--- src/shared/sar_adc_pkg.sv ---
// Package with register map, field layout, reset values and timing for the SAR converter sequencer.
package sar_adc_pkg;
    // ------------------------------------------------------------
    // Register map
    // ------------------------------------------------------------
    // Offsets 70h and 71h are word indices: the byte address is four times the index.
    localparam logic [7:0] result_index = 8'h70;
    localparam logic [7:0] control_status_index = 8'h71;
    localparam logic [11:0] result_addr = {2'h0, result_index, 2'h0};
    localparam logic [11:0] control_status_addr = {2'h0, control_status_index, 2'h0};
    localparam int addr_width = 12;
    // ------------------------------------------------------------
    // Field positions and reset values
    // ------------------------------------------------------------
    localparam int done_bit = 7;
    localparam int power_bit = 5;
    localparam int channel_lsb = 0;
    localparam int channel_width = 4;
    localparam int result_width = 8;
    localparam logic [7:0] control_status_reset = 8'h00;
    localparam logic [7:0] result_reset = 8'h00;
    localparam logic [7:0] full_scale = 8'hFF;
    // ------------------------------------------------------------
    // Timing in converter clock periods
    // ------------------------------------------------------------
    localparam int cpu_per_adc_clock = 2;
    localparam int conversion_periods = 12;
    localparam int approx_periods = 8;
    localparam int load_periods = conversion_periods - approx_periods;
    typedef enum logic [1:0] {off_st, load_st, approx_st} seq_state_e;
endpackage : sar_adc_pkg

--- src/hw/sar_adc_sequencer.sv ---
// Control, sequencing and APB registers of the 8-bit SAR converter.
// ------------------------------------------------------------
// Summary of operation
// - The result is 8 bits; inputs at or above the high reference give FFh without overflow, at or below the low give 00h.
// - Each conversion is a sample-load phase then 8 approximation cycles with the sample switch open.
// - While on, load and conversion repeat continuously on the selected channel.
// - One conversion lasts 12 converter clocks, the converter clock being half the bus clock.
// - Bits 3 to 0 choose analog input n by binary code n, 0 to 15.
// - Setting bit 5 powers the converter and starts a conversion; clearing it turns it off.
// - At the end of each conversion bit 7 is set, and no interrupt exists.
// - The result register keeps its value until the next conversion finishes.
// - A write to the control/status register while on aborts, clears the flag and restarts.
// - The flag clears on a result read or a control/status write and cannot be set by software.
// - Wait mode has no effect; halt mode disables the converter.
// - Analog input pins stay readable as logic inputs during conversion.
// - After reset the control/status register reads 00h.
// - The result register is read-only, resets to 00h and a read clears the flag.
// ------------------------------------------------------------
`timescale 1ns/100ps
`default_nettype none
module sar_adc_sequencer #(
    parameter int result_width = 8,
    parameter int channels = 16
) (
    input wire logic pclk,
    input wire logic presetn,
    input wire logic psel,
    input wire logic penable,
    input wire logic pwrite,
    input wire logic [11:0] paddr,
    input wire logic [31:0] pwdata,
    output logic [31:0] prdata,
    output logic pready,
    output logic pslverr,
    input wire logic halt_mode,
    input wire logic comparator_high,
    input wire logic [channels-1:0] analog_input_pin,
    output logic [channels-1:0] port_input_value,
    output logic [result_width-1:0] dac_trial,
    output logic [3:0] analog_channel,
    output logic sample_switch_closed,
    output logic converter_power
);
    // ------------------------------------------------------------
    // Declarations
    // ------------------------------------------------------------
    localparam logic [3:0] last_load = 4'(sar_adc_pkg::load_periods - 1);
    localparam logic [3:0] last_approx = 4'(sar_adc_pkg::approx_periods - 1);
    sar_adc_pkg::seq_state_e state;
    sar_adc_pkg::seq_state_e next_state;
    logic [3:0] period;
    logic [3:0] next_period;
    logic adc_tick;
    logic next_adc_tick;
    logic converter_power_on;
    logic next_converter_power_on;
    logic conversion_done_flag;
    logic next_conversion_done_flag;
    logic [3:0] channel_select;
    logic [3:0] next_channel_select;
    logic [7:0] converter_result_reg;
    logic [7:0] next_converter_result_reg;
    logic [31:0] next_prdata;
    logic next_pslverr;
    logic access;
    logic wr_csr;
    logic rd_result;
    logic active;
    logic sar_start;
    logic sar_step;
    logic finish;
    logic [result_width-1:0] sar_code;
    logic [result_width-1:0] sar_trial;

    // APB decode of the access phase; the slave answers with zero wait states.
    assign access = psel && penable;
    assign wr_csr = access && pwrite && paddr == sar_adc_pkg::control_status_addr;
    assign rd_result = access && !pwrite && paddr == sar_adc_pkg::result_addr;
    // Halt forces the converter idle; wait mode is not an input at all.
    assign active = converter_power_on && !halt_mode;

    // ------------------------------------------------------------
    // Converter clock enable
    // ------------------------------------------------------------
    // Divide by two: one enable pulse every second bus clock.
    always_comb begin
        next_adc_tick = active ? !adc_tick : 1'b0;
    end

    always_ff @(posedge pclk or negedge presetn) begin
        if (!presetn) begin
            adc_tick <= 1'b0;
        end else begin
            adc_tick <= next_adc_tick;
        end
    end

    // ------------------------------------------------------------
    // Conversion sequencer
    // ------------------------------------------------------------
    // Four load periods then eight approximation periods, repeated while on.
    assign finish = adc_tick && state == sar_adc_pkg::approx_st && period == last_approx;
    assign sar_start = adc_tick && state == sar_adc_pkg::load_st && period == last_load;
    assign sar_step = adc_tick && state == sar_adc_pkg::approx_st;

    always_comb begin
        next_state = state;
        next_period = period;
        if (!active) begin
            next_state = sar_adc_pkg::off_st;
            next_period = '0;
        end else if (wr_csr || state == sar_adc_pkg::off_st) begin
            next_state = sar_adc_pkg::load_st;
            next_period = '0;
        end else if (adc_tick) begin
            case (state)
                sar_adc_pkg::load_st: begin
                    if (period == last_load) begin
                        next_state = sar_adc_pkg::approx_st;
                        next_period = '0;
                    end else begin
                        next_period = period + 4'h1;
                    end
                end
                sar_adc_pkg::approx_st: begin
                    if (period == last_approx) begin
                        next_state = sar_adc_pkg::load_st;
                        next_period = '0;
                    end else begin
                        next_period = period + 4'h1;
                    end
                end
                default: begin
                    next_state = sar_adc_pkg::off_st;
                    next_period = '0;
                end
            endcase
        end
    end

    always_ff @(posedge pclk or negedge presetn) begin
        if (!presetn) begin
            state <= sar_adc_pkg::off_st;
            period <= '0;
        end else begin
            state <= next_state;
            period <= next_period;
        end
    end

    // Bit-by-bit approximation; saturation falls out naturally at 00h and FFh.
    sar_adc_step #(
        .width(result_width)
    ) i_sar_adc_step (
        .pclk(pclk),
        .presetn(presetn),
        .start(sar_start),
        .step(sar_step),
        .comparator_high(comparator_high),
        .code(sar_code),
        .trial(sar_trial)
    );

    // ------------------------------------------------------------
    // Registers
    // ------------------------------------------------------------
    // Flag set wins over a result-read clear in the same cycle, a control/status write wins over the set; software bit 7 is ignored.
    always_comb begin
        next_converter_power_on = converter_power_on;
        next_channel_select = channel_select;
        next_conversion_done_flag = conversion_done_flag;
        next_converter_result_reg = converter_result_reg;
        if (wr_csr) begin
            next_converter_power_on = pwdata[sar_adc_pkg::power_bit];
            next_channel_select = pwdata[sar_adc_pkg::channel_lsb +: 4];
        end
        if (wr_csr || rd_result) begin
            next_conversion_done_flag = 1'b0;
        end
        if (finish && !wr_csr) begin
            next_conversion_done_flag = 1'b1;
            next_converter_result_reg = {sar_code[7:1], sar_code[0] | comparator_high & ~sar_code[0]};
        end
    end

    always_ff @(posedge pclk or negedge presetn) begin
        if (!presetn) begin
            converter_power_on <= 1'b0;
            channel_select <= '0;
            conversion_done_flag <= 1'b0;
            converter_result_reg <= sar_adc_pkg::result_reset;
        end else begin
            converter_power_on <= next_converter_power_on;
            channel_select <= next_channel_select;
            conversion_done_flag <= next_conversion_done_flag;
            converter_result_reg <= next_converter_result_reg;
        end
    end

    // Read mux; reserved bits 6 and 4 read as zero, unmapped reads return zero with an error.
    always_comb begin
        next_prdata = prdata;
        next_pslverr = 1'b0;
        if (psel && !penable) begin
            next_prdata = '0;
            if (paddr == sar_adc_pkg::control_status_addr) begin
                next_prdata[7:0] = {conversion_done_flag, 1'b0, converter_power_on, 1'b0, channel_select};
            end else if (paddr == sar_adc_pkg::result_addr) begin
                next_prdata[7:0] = converter_result_reg;
            end else begin
                next_pslverr = 1'b1;
            end
        end
    end

    always_ff @(posedge pclk or negedge presetn) begin
        if (!presetn) begin
            prdata <= '0;
            pslverr <= 1'b0;
            pready <= 1'b0;
        end else begin
            prdata <= next_prdata;
            pslverr <= next_pslverr;
            pready <= psel && !penable;
        end
    end

    // ------------------------------------------------------------
    // Analog front-end controls
    // ------------------------------------------------------------
    // Pins pass through as digital readings regardless of conversion.
    always_ff @(posedge pclk or negedge presetn) begin
        if (!presetn) begin
            port_input_value <= '0;
            dac_trial <= '0;
            analog_channel <= '0;
            sample_switch_closed <= 1'b0;
            converter_power <= 1'b0;
        end else begin
            port_input_value <= analog_input_pin;
            dac_trial <= sar_trial;
            analog_channel <= next_channel_select;
            sample_switch_closed <= next_state == sar_adc_pkg::load_st;
            converter_power <= next_converter_power_on && !halt_mode;
        end
    end

    // ------------------------------------------------------------
    // Assertions
    // ------------------------------------------------------------
    // Checks on the tick, the flag, the result and the sequencer.
    a_tick_half_rate: assert property (@(posedge pclk) disable iff (!presetn)
        adc_tick |=> !adc_tick) else $error("converter tick not at half rate.");
    a_flag_on_finish: assert property (@(posedge pclk) disable iff (!presetn)
        finish && !wr_csr |=> conversion_done_flag) else $error("flag not set at finish.");
    a_result_hold: assert property (@(posedge pclk) disable iff (!presetn)
        !finish |=> $stable(converter_result_reg)) else $error("result changed early.");
    a_write_clears: assert property (@(posedge pclk) disable iff (!presetn)
        wr_csr |=> !conversion_done_flag) else $error("write did not clear flag.");
    a_read_clears: assert property (@(posedge pclk) disable iff (!presetn)
        rd_result && !finish |=> !conversion_done_flag) else $error("read did not clear flag.");
    a_halt_stops: assert property (@(posedge pclk) disable iff (!presetn)
        halt_mode |=> state == sar_adc_pkg::off_st) else $error("halt did not stop converter.");
    a_restart_load: assert property (@(posedge pclk) disable iff (!presetn)
        converter_power_on && wr_csr && pwdata[sar_adc_pkg::power_bit] && !halt_mode
        |=> state == sar_adc_pkg::load_st && period == 4'h0) else $error("write did not restart.");
    // Every finish lies exactly eight converter clocks after the start of approximation.
    a_conv_length: assert property (@(posedge pclk) disable iff (!presetn)
        finish |-> $past(sar_start, 16)) else $error("approximation length wrong.");
    a_off_idle: assert property (@(posedge pclk) disable iff (!presetn)
        !converter_power_on |=> !sample_switch_closed) else $error("switch closed while off.");
    c_finish: cover property (@(posedge pclk) disable iff (!presetn) finish);
    c_abort: cover property (@(posedge pclk) disable iff (!presetn)
        wr_csr && state == sar_adc_pkg::approx_st);
    c_read_flag: cover property (@(posedge pclk) disable iff (!presetn) rd_result && conversion_done_flag);
endmodule : sar_adc_sequencer
`default_nettype wire

--- src/hw/sar_adc_step.sv ---
// Successive-approximation register: one trial bit per approximation step.
`timescale 1ns/100ps
`default_nettype none
module sar_adc_step #(
    parameter int width = 8
) (
    input wire logic pclk,
    input wire logic presetn,
    input wire logic start,
    input wire logic step,
    input wire logic comparator_high,
    output logic [width-1:0] code,
    output logic [width-1:0] trial
);
    logic [width-1:0] next_code;
    logic [width-1:0] next_trial;
    logic [width-1:0] mask;
    logic [width-1:0] next_mask;

    // Trial code driven to the DAC is the kept bits plus the bit under test.
    assign trial = code | mask;

    // Start clears the code and points at the MSB; each step keeps or drops the tested bit.
    always_comb begin
        next_code = code;
        next_mask = mask;
        if (start) begin
            next_code = '0;
            next_mask = {1'b1, {(width-1){1'b0}}};
        end else if (step && mask != '0) begin
            if (comparator_high) begin
                next_code = code | mask;
            end
            next_mask = mask >> 1;
        end
    end

    // Registers of the approximation.
    always_ff @(posedge pclk or negedge presetn) begin
        if (!presetn) begin
            code <= '0;
            mask <= '0;
        end else begin
            code <= next_code;
            mask <= next_mask;
        end
    end
endmodule : sar_adc_step
`default_nettype wire

--- config.mk ---
export PLATFORM = sky130hd
export DESIGN_NAME = sar_adc_sequencer
export DESIGN_NICKNAME = d
export VERILOG_FILES = /design/src/shared/sar_adc_pkg.sv /design/src/hw/sar_adc_sequencer.sv /design/src/hw/sar_adc_step.sv
export SDC_FILE = /design/constraint.sdc
export NUM_CORES = 1
export LEC_CHECK = 0
export BUFFER_PORTS_ARGS = -buffer_cell sky130_fd_sc_hd__buf_2
export CORE_ASPECT_RATIO = 0.75
export CORE_MARGIN = 2
export CORE_UTILIZATION = 47
export DETAILED_ROUTE_END_ITERATION = 10
export PLACE_DENSITY_LB_ADDON = 0.3
export RECOVER_POWER = 25
export SYNTH_ARGS = -nofsm -noshare
export SYNTH_HDL_FRONTEND = slang
export SYNTH_SLANG_ARGS = --single-unit
--- constraint.sdc ---
create_clock -name pclk -period 2.2 [get_ports pclk]
set_input_delay 0.22 -clock pclk [delete_from_list [all_inputs] [get_ports pclk]]
set_output_delay 0.22 -clock pclk [all_outputs]
set_load 0.02 [all_outputs]
==> summary.txt, run 1 <==
Global route
  – Largest net degree at the start of global routing: 38
  – Tot GR Track Use: between 10% and 20%
  – Vias in the first global route: just over 2000
  – Global route overflow: 0
  – Initial antenna violation count: 0
  – First-pass GRT wire length: ~10000 um

Timing
  – Worst slew pin tran: around 0.95 ns
  – Max Clk Rate: about 520 MHz
  – Min Hold Slack: about 0.035 ns
  – Period utilization: between 80% and 90%
  – Slew HR: a little over a third
  – Fin. Hold Viols: 0
  – Period minus WS final: roughly 1.9 ns
  – Clock Skew: about 0.011 ns
  – RSZ-0062 raised after global routing: no
  – Slew Limit Fails: 0
  – Setup Viol. Count Final: 0
  – Sum Neg Setup Slack: 0 ns

Logic synthesis
  – Yosys reg bits: between 70 and 80
  – EDFF count, synth: 0
  – Yosys cell types: 44
  – Synth top area share: between 50% and 60%
  – Synthesized instance count: 260
  – Synth Area in Compound Gates: under 10%
  – Largest family of logic cells by synthesized area: simple AND/OR/NAND/NOR gates
  – Async S/R FF share, synth: 100%
  – Post-synthesis simple-gate area fraction: 14.2%
  – Sequential area share after synthesis: 59.3%
  – Mux share of post-synthesis cell area: 7.84%
  – Cell Area, Synth: between 0.003 and 0.004 sq mm
  – Main synth FF type: dfrtp_1
  – Adder-cell share of the synthesized area: 1.63%
  – Area leader, netlist: dfrtp_1
  – Dominant cells by area after synthesis: dfrtp_1 59%, buf_4 5.9%, a21oi_1 3.4%
  – Synthesized area per cell: 11.8 sq um
  – XOR/XNOR share of the synthesized area: 0%
  – Syn. warnings: 0

Cells and area
  – Nets: around 430
  – # diodes: 0
  – Multi-input logic area: 0.00107 sq mm
  – Most frequent cells in the layout: 77 x buf_2, 73 x dfrtp_1, 24 x conb_1
  – Fraction of layout cells with a size suffix above 1: between 30% and 40%
  – Register area: approximately 0.0018 sq mm
  – Max reg flops: 16
  – Area delta synth->final: 25.7%
  – Most common cell after layout, fill and taps aside: buf_2
  – Biggest register: port_input_value
  – Filler cells: 536

Setup path
  – Critical path, cell by cell: ha_1, nand2_1, nor3_1, nor2b_4, mux2_4
  – Max Fanout on Critical Path: 8
  – Crit end category: flop
  – Worst endpoint required time: 2.43 ns
  – R2r setup slk: 0.29 ns
  – Worst reg2reg path endpoint: converter_result_reg[6]
  – Slowest-stage cell, CP: nor2b_4
  – Startpoint Class: flop
  – Reg-to-reg startpoint: period[0]
  – Kind of critical path: flop to flop
  – Slowest stage delay, CP: between 0.3 and 0.4 ns
  – Worst Path Arrival: 2.14 ns
  – Reg2Reg Depth: 5

Min path
  – Min-delay src: halt_mode
  – Hold Path Stages: 2
  – Worst min path class: input pin to flop
  – WHS Endpoint: converter_power

Power and ir drop
  – Leakage: approximately 2.0 nW
  – VDD IR-drop max: 0.433 mV
  – Cell Pwr Density: roughly 700 mW/mm^2

Detailed routing
  – Post-Route WL: ~6200 um
  – Wire per inst: between 10 and 15 um
  – DRT Pass-1 Iters: 4
  – Initial DRC Count: 124
  – Residual DRC: 0
  – DR vias: between 2000 and 2500
  – Final ANT Viol Nets: 0
  – Via density: about 5

Placement
  – GPL Wtd Cong: about 0.85
  – DP Wirelength: between 4000 and 5000 um
  – # port buffers: about 80

CTS
  – TritonCTS Buffers: 9
  – CTS tree: built
  – Reg clk slew, reported paths: about 0.08 ns
  – CTS root buf: clkbuf_8
  – Post-CTS Setup Inserts: 0
  – Clk_lat worst skew: 0.35 ns
  – Clock Sinks: 73
  – Htree depth: 3
  – CTS max path bufs: 2

Run
  – Max-capacitance violation count: 0

Floorplan
  – Die Height: 74.1 um
  – Row cnt: 25
  – Core area: approximately 0.0063 sq mm
  – Die area: 0.00722 sq mm
  – Starting Density: 48.7%
  – IO Pins: between 100 and 150
  – Die width: about 97 um

Status
  – Status: complete, no violations
==> Yosys cell counts, drive strengths merged (4+ instances only) <==
cell and count:
or2 9, a21oi 21, nor2 15, clkbuf 6, o21ai 10, inv 6, dfrtp 73, mux2i 8
nand3 9, mux2 12, nand2 19, buf 29, ha 4
==> worst max-delay path by stage <==
| stage | start | endpoint | depth (start not counted) |
|---|---|---|---|
| after floorplan | state[0] | converter_result_reg[1] | 7 |
| after global placement | period[0] | converter_result_reg[4] | 5 |
| after detailed placement | period[0] | converter_result_reg[1] | 5 |
| after CTS | period[0] | converter_result_reg[7] | 5 |
| after global routing | period[1] | converter_result_reg[5] | 5 |
| final | period[0] | converter_result_reg[6] | 5 |
==> cell type report <==
cell class	count	share of cell area (%)
multi-input combinational	169	27.6
sequential	73	47.2
timing repair buffer	103	16.1
clock buffer	9	3.20
inverter	6	0.582
clock inverter	7	2.62
tap	81	2.62
==> per-layer routing <==
metal | part of all wire (%) | vias to the layer above | routed length, um | global-route usage [%]
met5 | 0 | - | 0 | 0
met2 | 46 | 74 | 2830 | 28.1
met4 | 0.61 | 0 | 38 | 5.56
li1 | - | 1058 | - | -
met3 | 7.4 | 5 | 456 | 6.95
met1 | 46 | 1046 | 2860 | 25.3
==> critical path: cells and delay by family, from the launching register on <==
family	cells	cell delay, ns
AND/OR/NAND/NOR	3	0.83
multiplexers	1	0.33
flip-flops	1	0.37
adder cells (fa/ha/maj)	1	0.27
==> per-stage QoR <==
step	std cells	utilization [%]	power (mW)	instance area, sq um	setup slack [ns]
floorplan	283	-	1.50	3170	0.465
global placement	415	55.1	1.55	3480	0.304
detailed placement	415	55.1	1.55	3480	0.284
CTS	448	61.3	2.75	3880	0.282
global route	448	61.2	2.82	3870	0.133
finish	448	61.2	2.71	3870	0.289
==> what timing repair did <==
| item | 4_1_cts | 5_1_grt |
|---|---|---|
| hold buffers | 17 | 0 |
| hold endpoints to repair | 31 | 0 |
| gates resized for setup | 0 | 0 |
==> where the power goes <==
group          switching, mW  internal (mW)  total (mW)
registers            0.00406           1.36        1.36
logic                  0.117         0.0672       0.185
clock network          0.514          0.647        1.16
==> cells by family (layout without fill, tap and decap cells) <==
family                   after synthesis  in the layout
other                                  1             24
AND/OR/NAND/NOR                       78             78
adder cells (fa/ha/maj)                4              4
AO/OA/AOI/OAI                         43             43
buffers and inverters                 41            125
flip-flops                            73             73
multiplexers                          20             20
Power figures use the tool's default switching activity.
==> run 2: changes to the inputs <==
--- a/config.mk
+++ b/config.mk
@@ -8,7 +8,7 @@
 export BUFFER_PORTS_ARGS = -buffer_cell sky130_fd_sc_hd__buf_2
 export CORE_ASPECT_RATIO = 0.75
 export CORE_MARGIN = 2
-export CORE_UTILIZATION = 47
+export CORE_UTILIZATION = 43
 export DETAILED_ROUTE_END_ITERATION = 10
 export PLACE_DENSITY_LB_ADDON = 0.3
 export RECOVER_POWER = 25
==> constraint.sdc (replaced) <==
create_clock -name pclk -period 1.5 [get_ports pclk]
set_input_delay 0.15 -clock pclk [delete_from_list [all_inputs] [get_ports pclk]]
set_output_delay 0.15 -clock pclk [all_outputs]
set_load 0.02 [all_outputs]
==> summary.txt, run 2 (synthesis results as in run 1) <==
Status
  – Status: finished, violations left
  – Violated checks: negative setup slack

Floorplan
  – IO Pins: 131 (unchanged)
  – Die Height: 77.3 um (+4.3%)
  – Die width: 102 um (+4.4%)
  – Starting Density: 44.9% (-3.9 points)
  – Core area: 0.00686 sq mm (+8.6%)
  – Die area: 0.00786 sq mm (+8.9%)
  – Row cnt: 26 (+4.0%)

Cells and area
  – Nets: 458 (+5.8%)
  – Most frequent cells in the layout: 78 x buf_2, 73 x dfrtp_1, 26 x buf_4
  – Area delta synth->final: 38.6%
  – # diodes: 0 (unchanged)
  – Biggest register: port_input_value
  – Fin cells: 490 (+9.4%)
  – Max reg flops: 16 (unchanged)
  – Most common cell after layout, fill and taps aside: buf_2
  – Fraction of layout cells with a size suffix above 1: 44.6% (+9.8 points)

Power and ir drop
  – VDD IR-drop max: 0.510 mV (+18%)
  – Leakage: 2.21 nW (+9.8%)
  – Cell Pwr Density: 956 mW/mm^2 (+37%)
  – Final Power: 4.08 mW (+51%)

Min path
  – Worst min path class: input pin to flop

Setup path
  – CP top delay family: compound AO/OA/AOI/OAI gates
  – CP endpoint: sample_switch_closed
  – Reg2Reg Depth: 7 (+2)
  – Stages on the worst setup path: 7 (+2)
  – Reg-to-reg startpoint: state[0]
  – R2r setup slk: -0.17 ns (-0.46 ns)
  – Worst Path Arrival: 1.94 ns (-0.20 ns)
  – Crit end category: flop
  – Slowest-stage cell, CP: dfrtp_1
  – Max Fanout on Critical Path: 5 (-3)
  – Worst Setup SP: state[0]
  – Worst reg2reg path endpoint: sample_switch_closed
  – Startpoint Class: flop
  – Kind of critical path: flop to flop
  – Slowest stage delay, CP: 0.38 ns (about the same)
  – Critical path, cell by cell: inv_2, buf_12, ha_4, a21bo_2, a31oi_1, o22ai_1, a21oi_1
  – Buf/Inv on CP: 2 (+2)
  – Worst endpoint required time: 1.77 ns (-0.66 ns)

CTS
  – CTS max path bufs: 2 (unchanged)
  – Clk_lat worst skew: 0.35 ns (about the same)
  – Reg clk slew, reported paths: 0.08 ns (about the same)
  – TritonCTS Buffers: 9 (unchanged)
  – CTS root buf: clkbuf_8
  – CTS tree: built
  – Htree depth: 3 (unchanged)
  – Clock Sinks: 73 (unchanged)

Global route
  – Initial antenna violation count: 0 (unchanged)
  – Tot GR Track Use: 17.6% (-0.91 points)
  – First-pass GRT wire length: 10700 um (+5.2%)
  – Vias in the first global route: 2237 (+8.0%)
  – Global route overflow: 0 (unchanged)
  – Largest net degree at the start of global routing: 74 (+95%)

Detailed routing
  – Final ANT Viol Nets: 0 (unchanged)
  – Initial DRC Count: 164 (+32%)
  – Via density: 4.73 (-3.0%)
  – Residual DRC: 0 (unchanged)
  – Wire per inst: 14.1 um (+2.0%)
  – DR vias: 2316 (+6.1%)
  – DRT Pass-1 Iters: 4 (unchanged)
  – Post-Route WL: 6900 um (+12%)

Timing
  – Max Clk Rate: 598 MHz (+14%)
  – Setup Viol. Count Final: 15 (+15)
  – Worst slew pin tran: 0.982 ns (+0.0273 ns)
  – Period minus WS final: 1.67 ns (-0.238 ns)
  – Fin. Hold Viols: 0 (unchanged)
  – Slew Limit Fails: 0 (unchanged)
  – Period utilization: 112% (+25 points)
  – RSZ-0062 raised after global routing: yes
  – PnR worst setup slack: -0.173 ns (-0.462 ns)
  – Slew HR: 34.5% (-1.8 points)
  – Clock Skew: 0.0130 ns (+0.00183 ns)

Placement
  – # placed instances: 450 (+8.4%)
  – GPL Wtd Cong: 0.802 (-5.5%)
  – # port buffers: 79 (unchanged)
  – Dpl ws: -0.170 ns (-0.454 ns)
  – DP Wirelength: 4410 um (+5.4%)

Run
  – Max-capacitance violation count: 0 (unchanged)
run 2: cell type report:
class | instances | area [sq um]
fillers | 519 | 2600
repair buffers | 128 | 840
well taps | 98 | 123
clock buffers | 11 | 131
flip-flops and latches | 73 | 1830
clock inverters | 5 | 104
inverters | 6 | 25.0
multi-input cells | 169 | 1220
run 2: worst min path at each step:
stage / from / end / cells past startpoint
final: pwdata[2] / analog_channel[2] / 2
after global routing: pwdata[2] / analog_channel[2] / 2
after CTS: pwdata[2] / analog_channel[2] / 2
after detailed placement: presetn / analog_channel[3] / 2
after global placement: presetn / prdata[3] / 2
after floorplan: presetn / adc_tick / 0
run 2: power by group:
group,switching (mW),leakage [nW],internal [mW]
Clock,0.698,0.118,1.11
Sequential,0.00546,0.971,1.99
Combinational,0.176,1.12,0.102
run 2: metrics by stage:
step | hold slack (ns) | area [sq um] | TNS (ns) | utilization [%]
floorplan | -0.146 | 3200 | -0.380 | -
global placement | 0.210 | 3670 | -2.17 | 53.5
detailed placement | 0.209 | 3670 | -3.30 | 53.5
CTS | 0.0203 | 4210 | -0.841 | 61.4
global route | 0.0318 | 4270 | -3.33 | 62.2
finish | 0.0281 | 4270 | -1.44 | 62.2
run 2: per-layer routing:
metal / part of all wire (%) / track usage (%) / routed length (um)
met5: 0 / 0 / 0
met4: 0.83 / 4.46 / 57
met3: 7.3 / 6.20 / 502
met2: 48 / 27.5 / 3300
met1: 44 / 23.3 / 3040
run 2: what timing repair did:
| action | 4_1_cts | 5_1_grt |
|---|---|---|
| gates resized for setup | 16 | 12 |
| setup buffers | 5 | 2 |
| hold buffers | 18 | 0 |
| endpoints found under the hold margin | 90 | 0 |
| pin swaps | 2 | 9 |
| endpoints found under the setup margin | 30 | 31 |
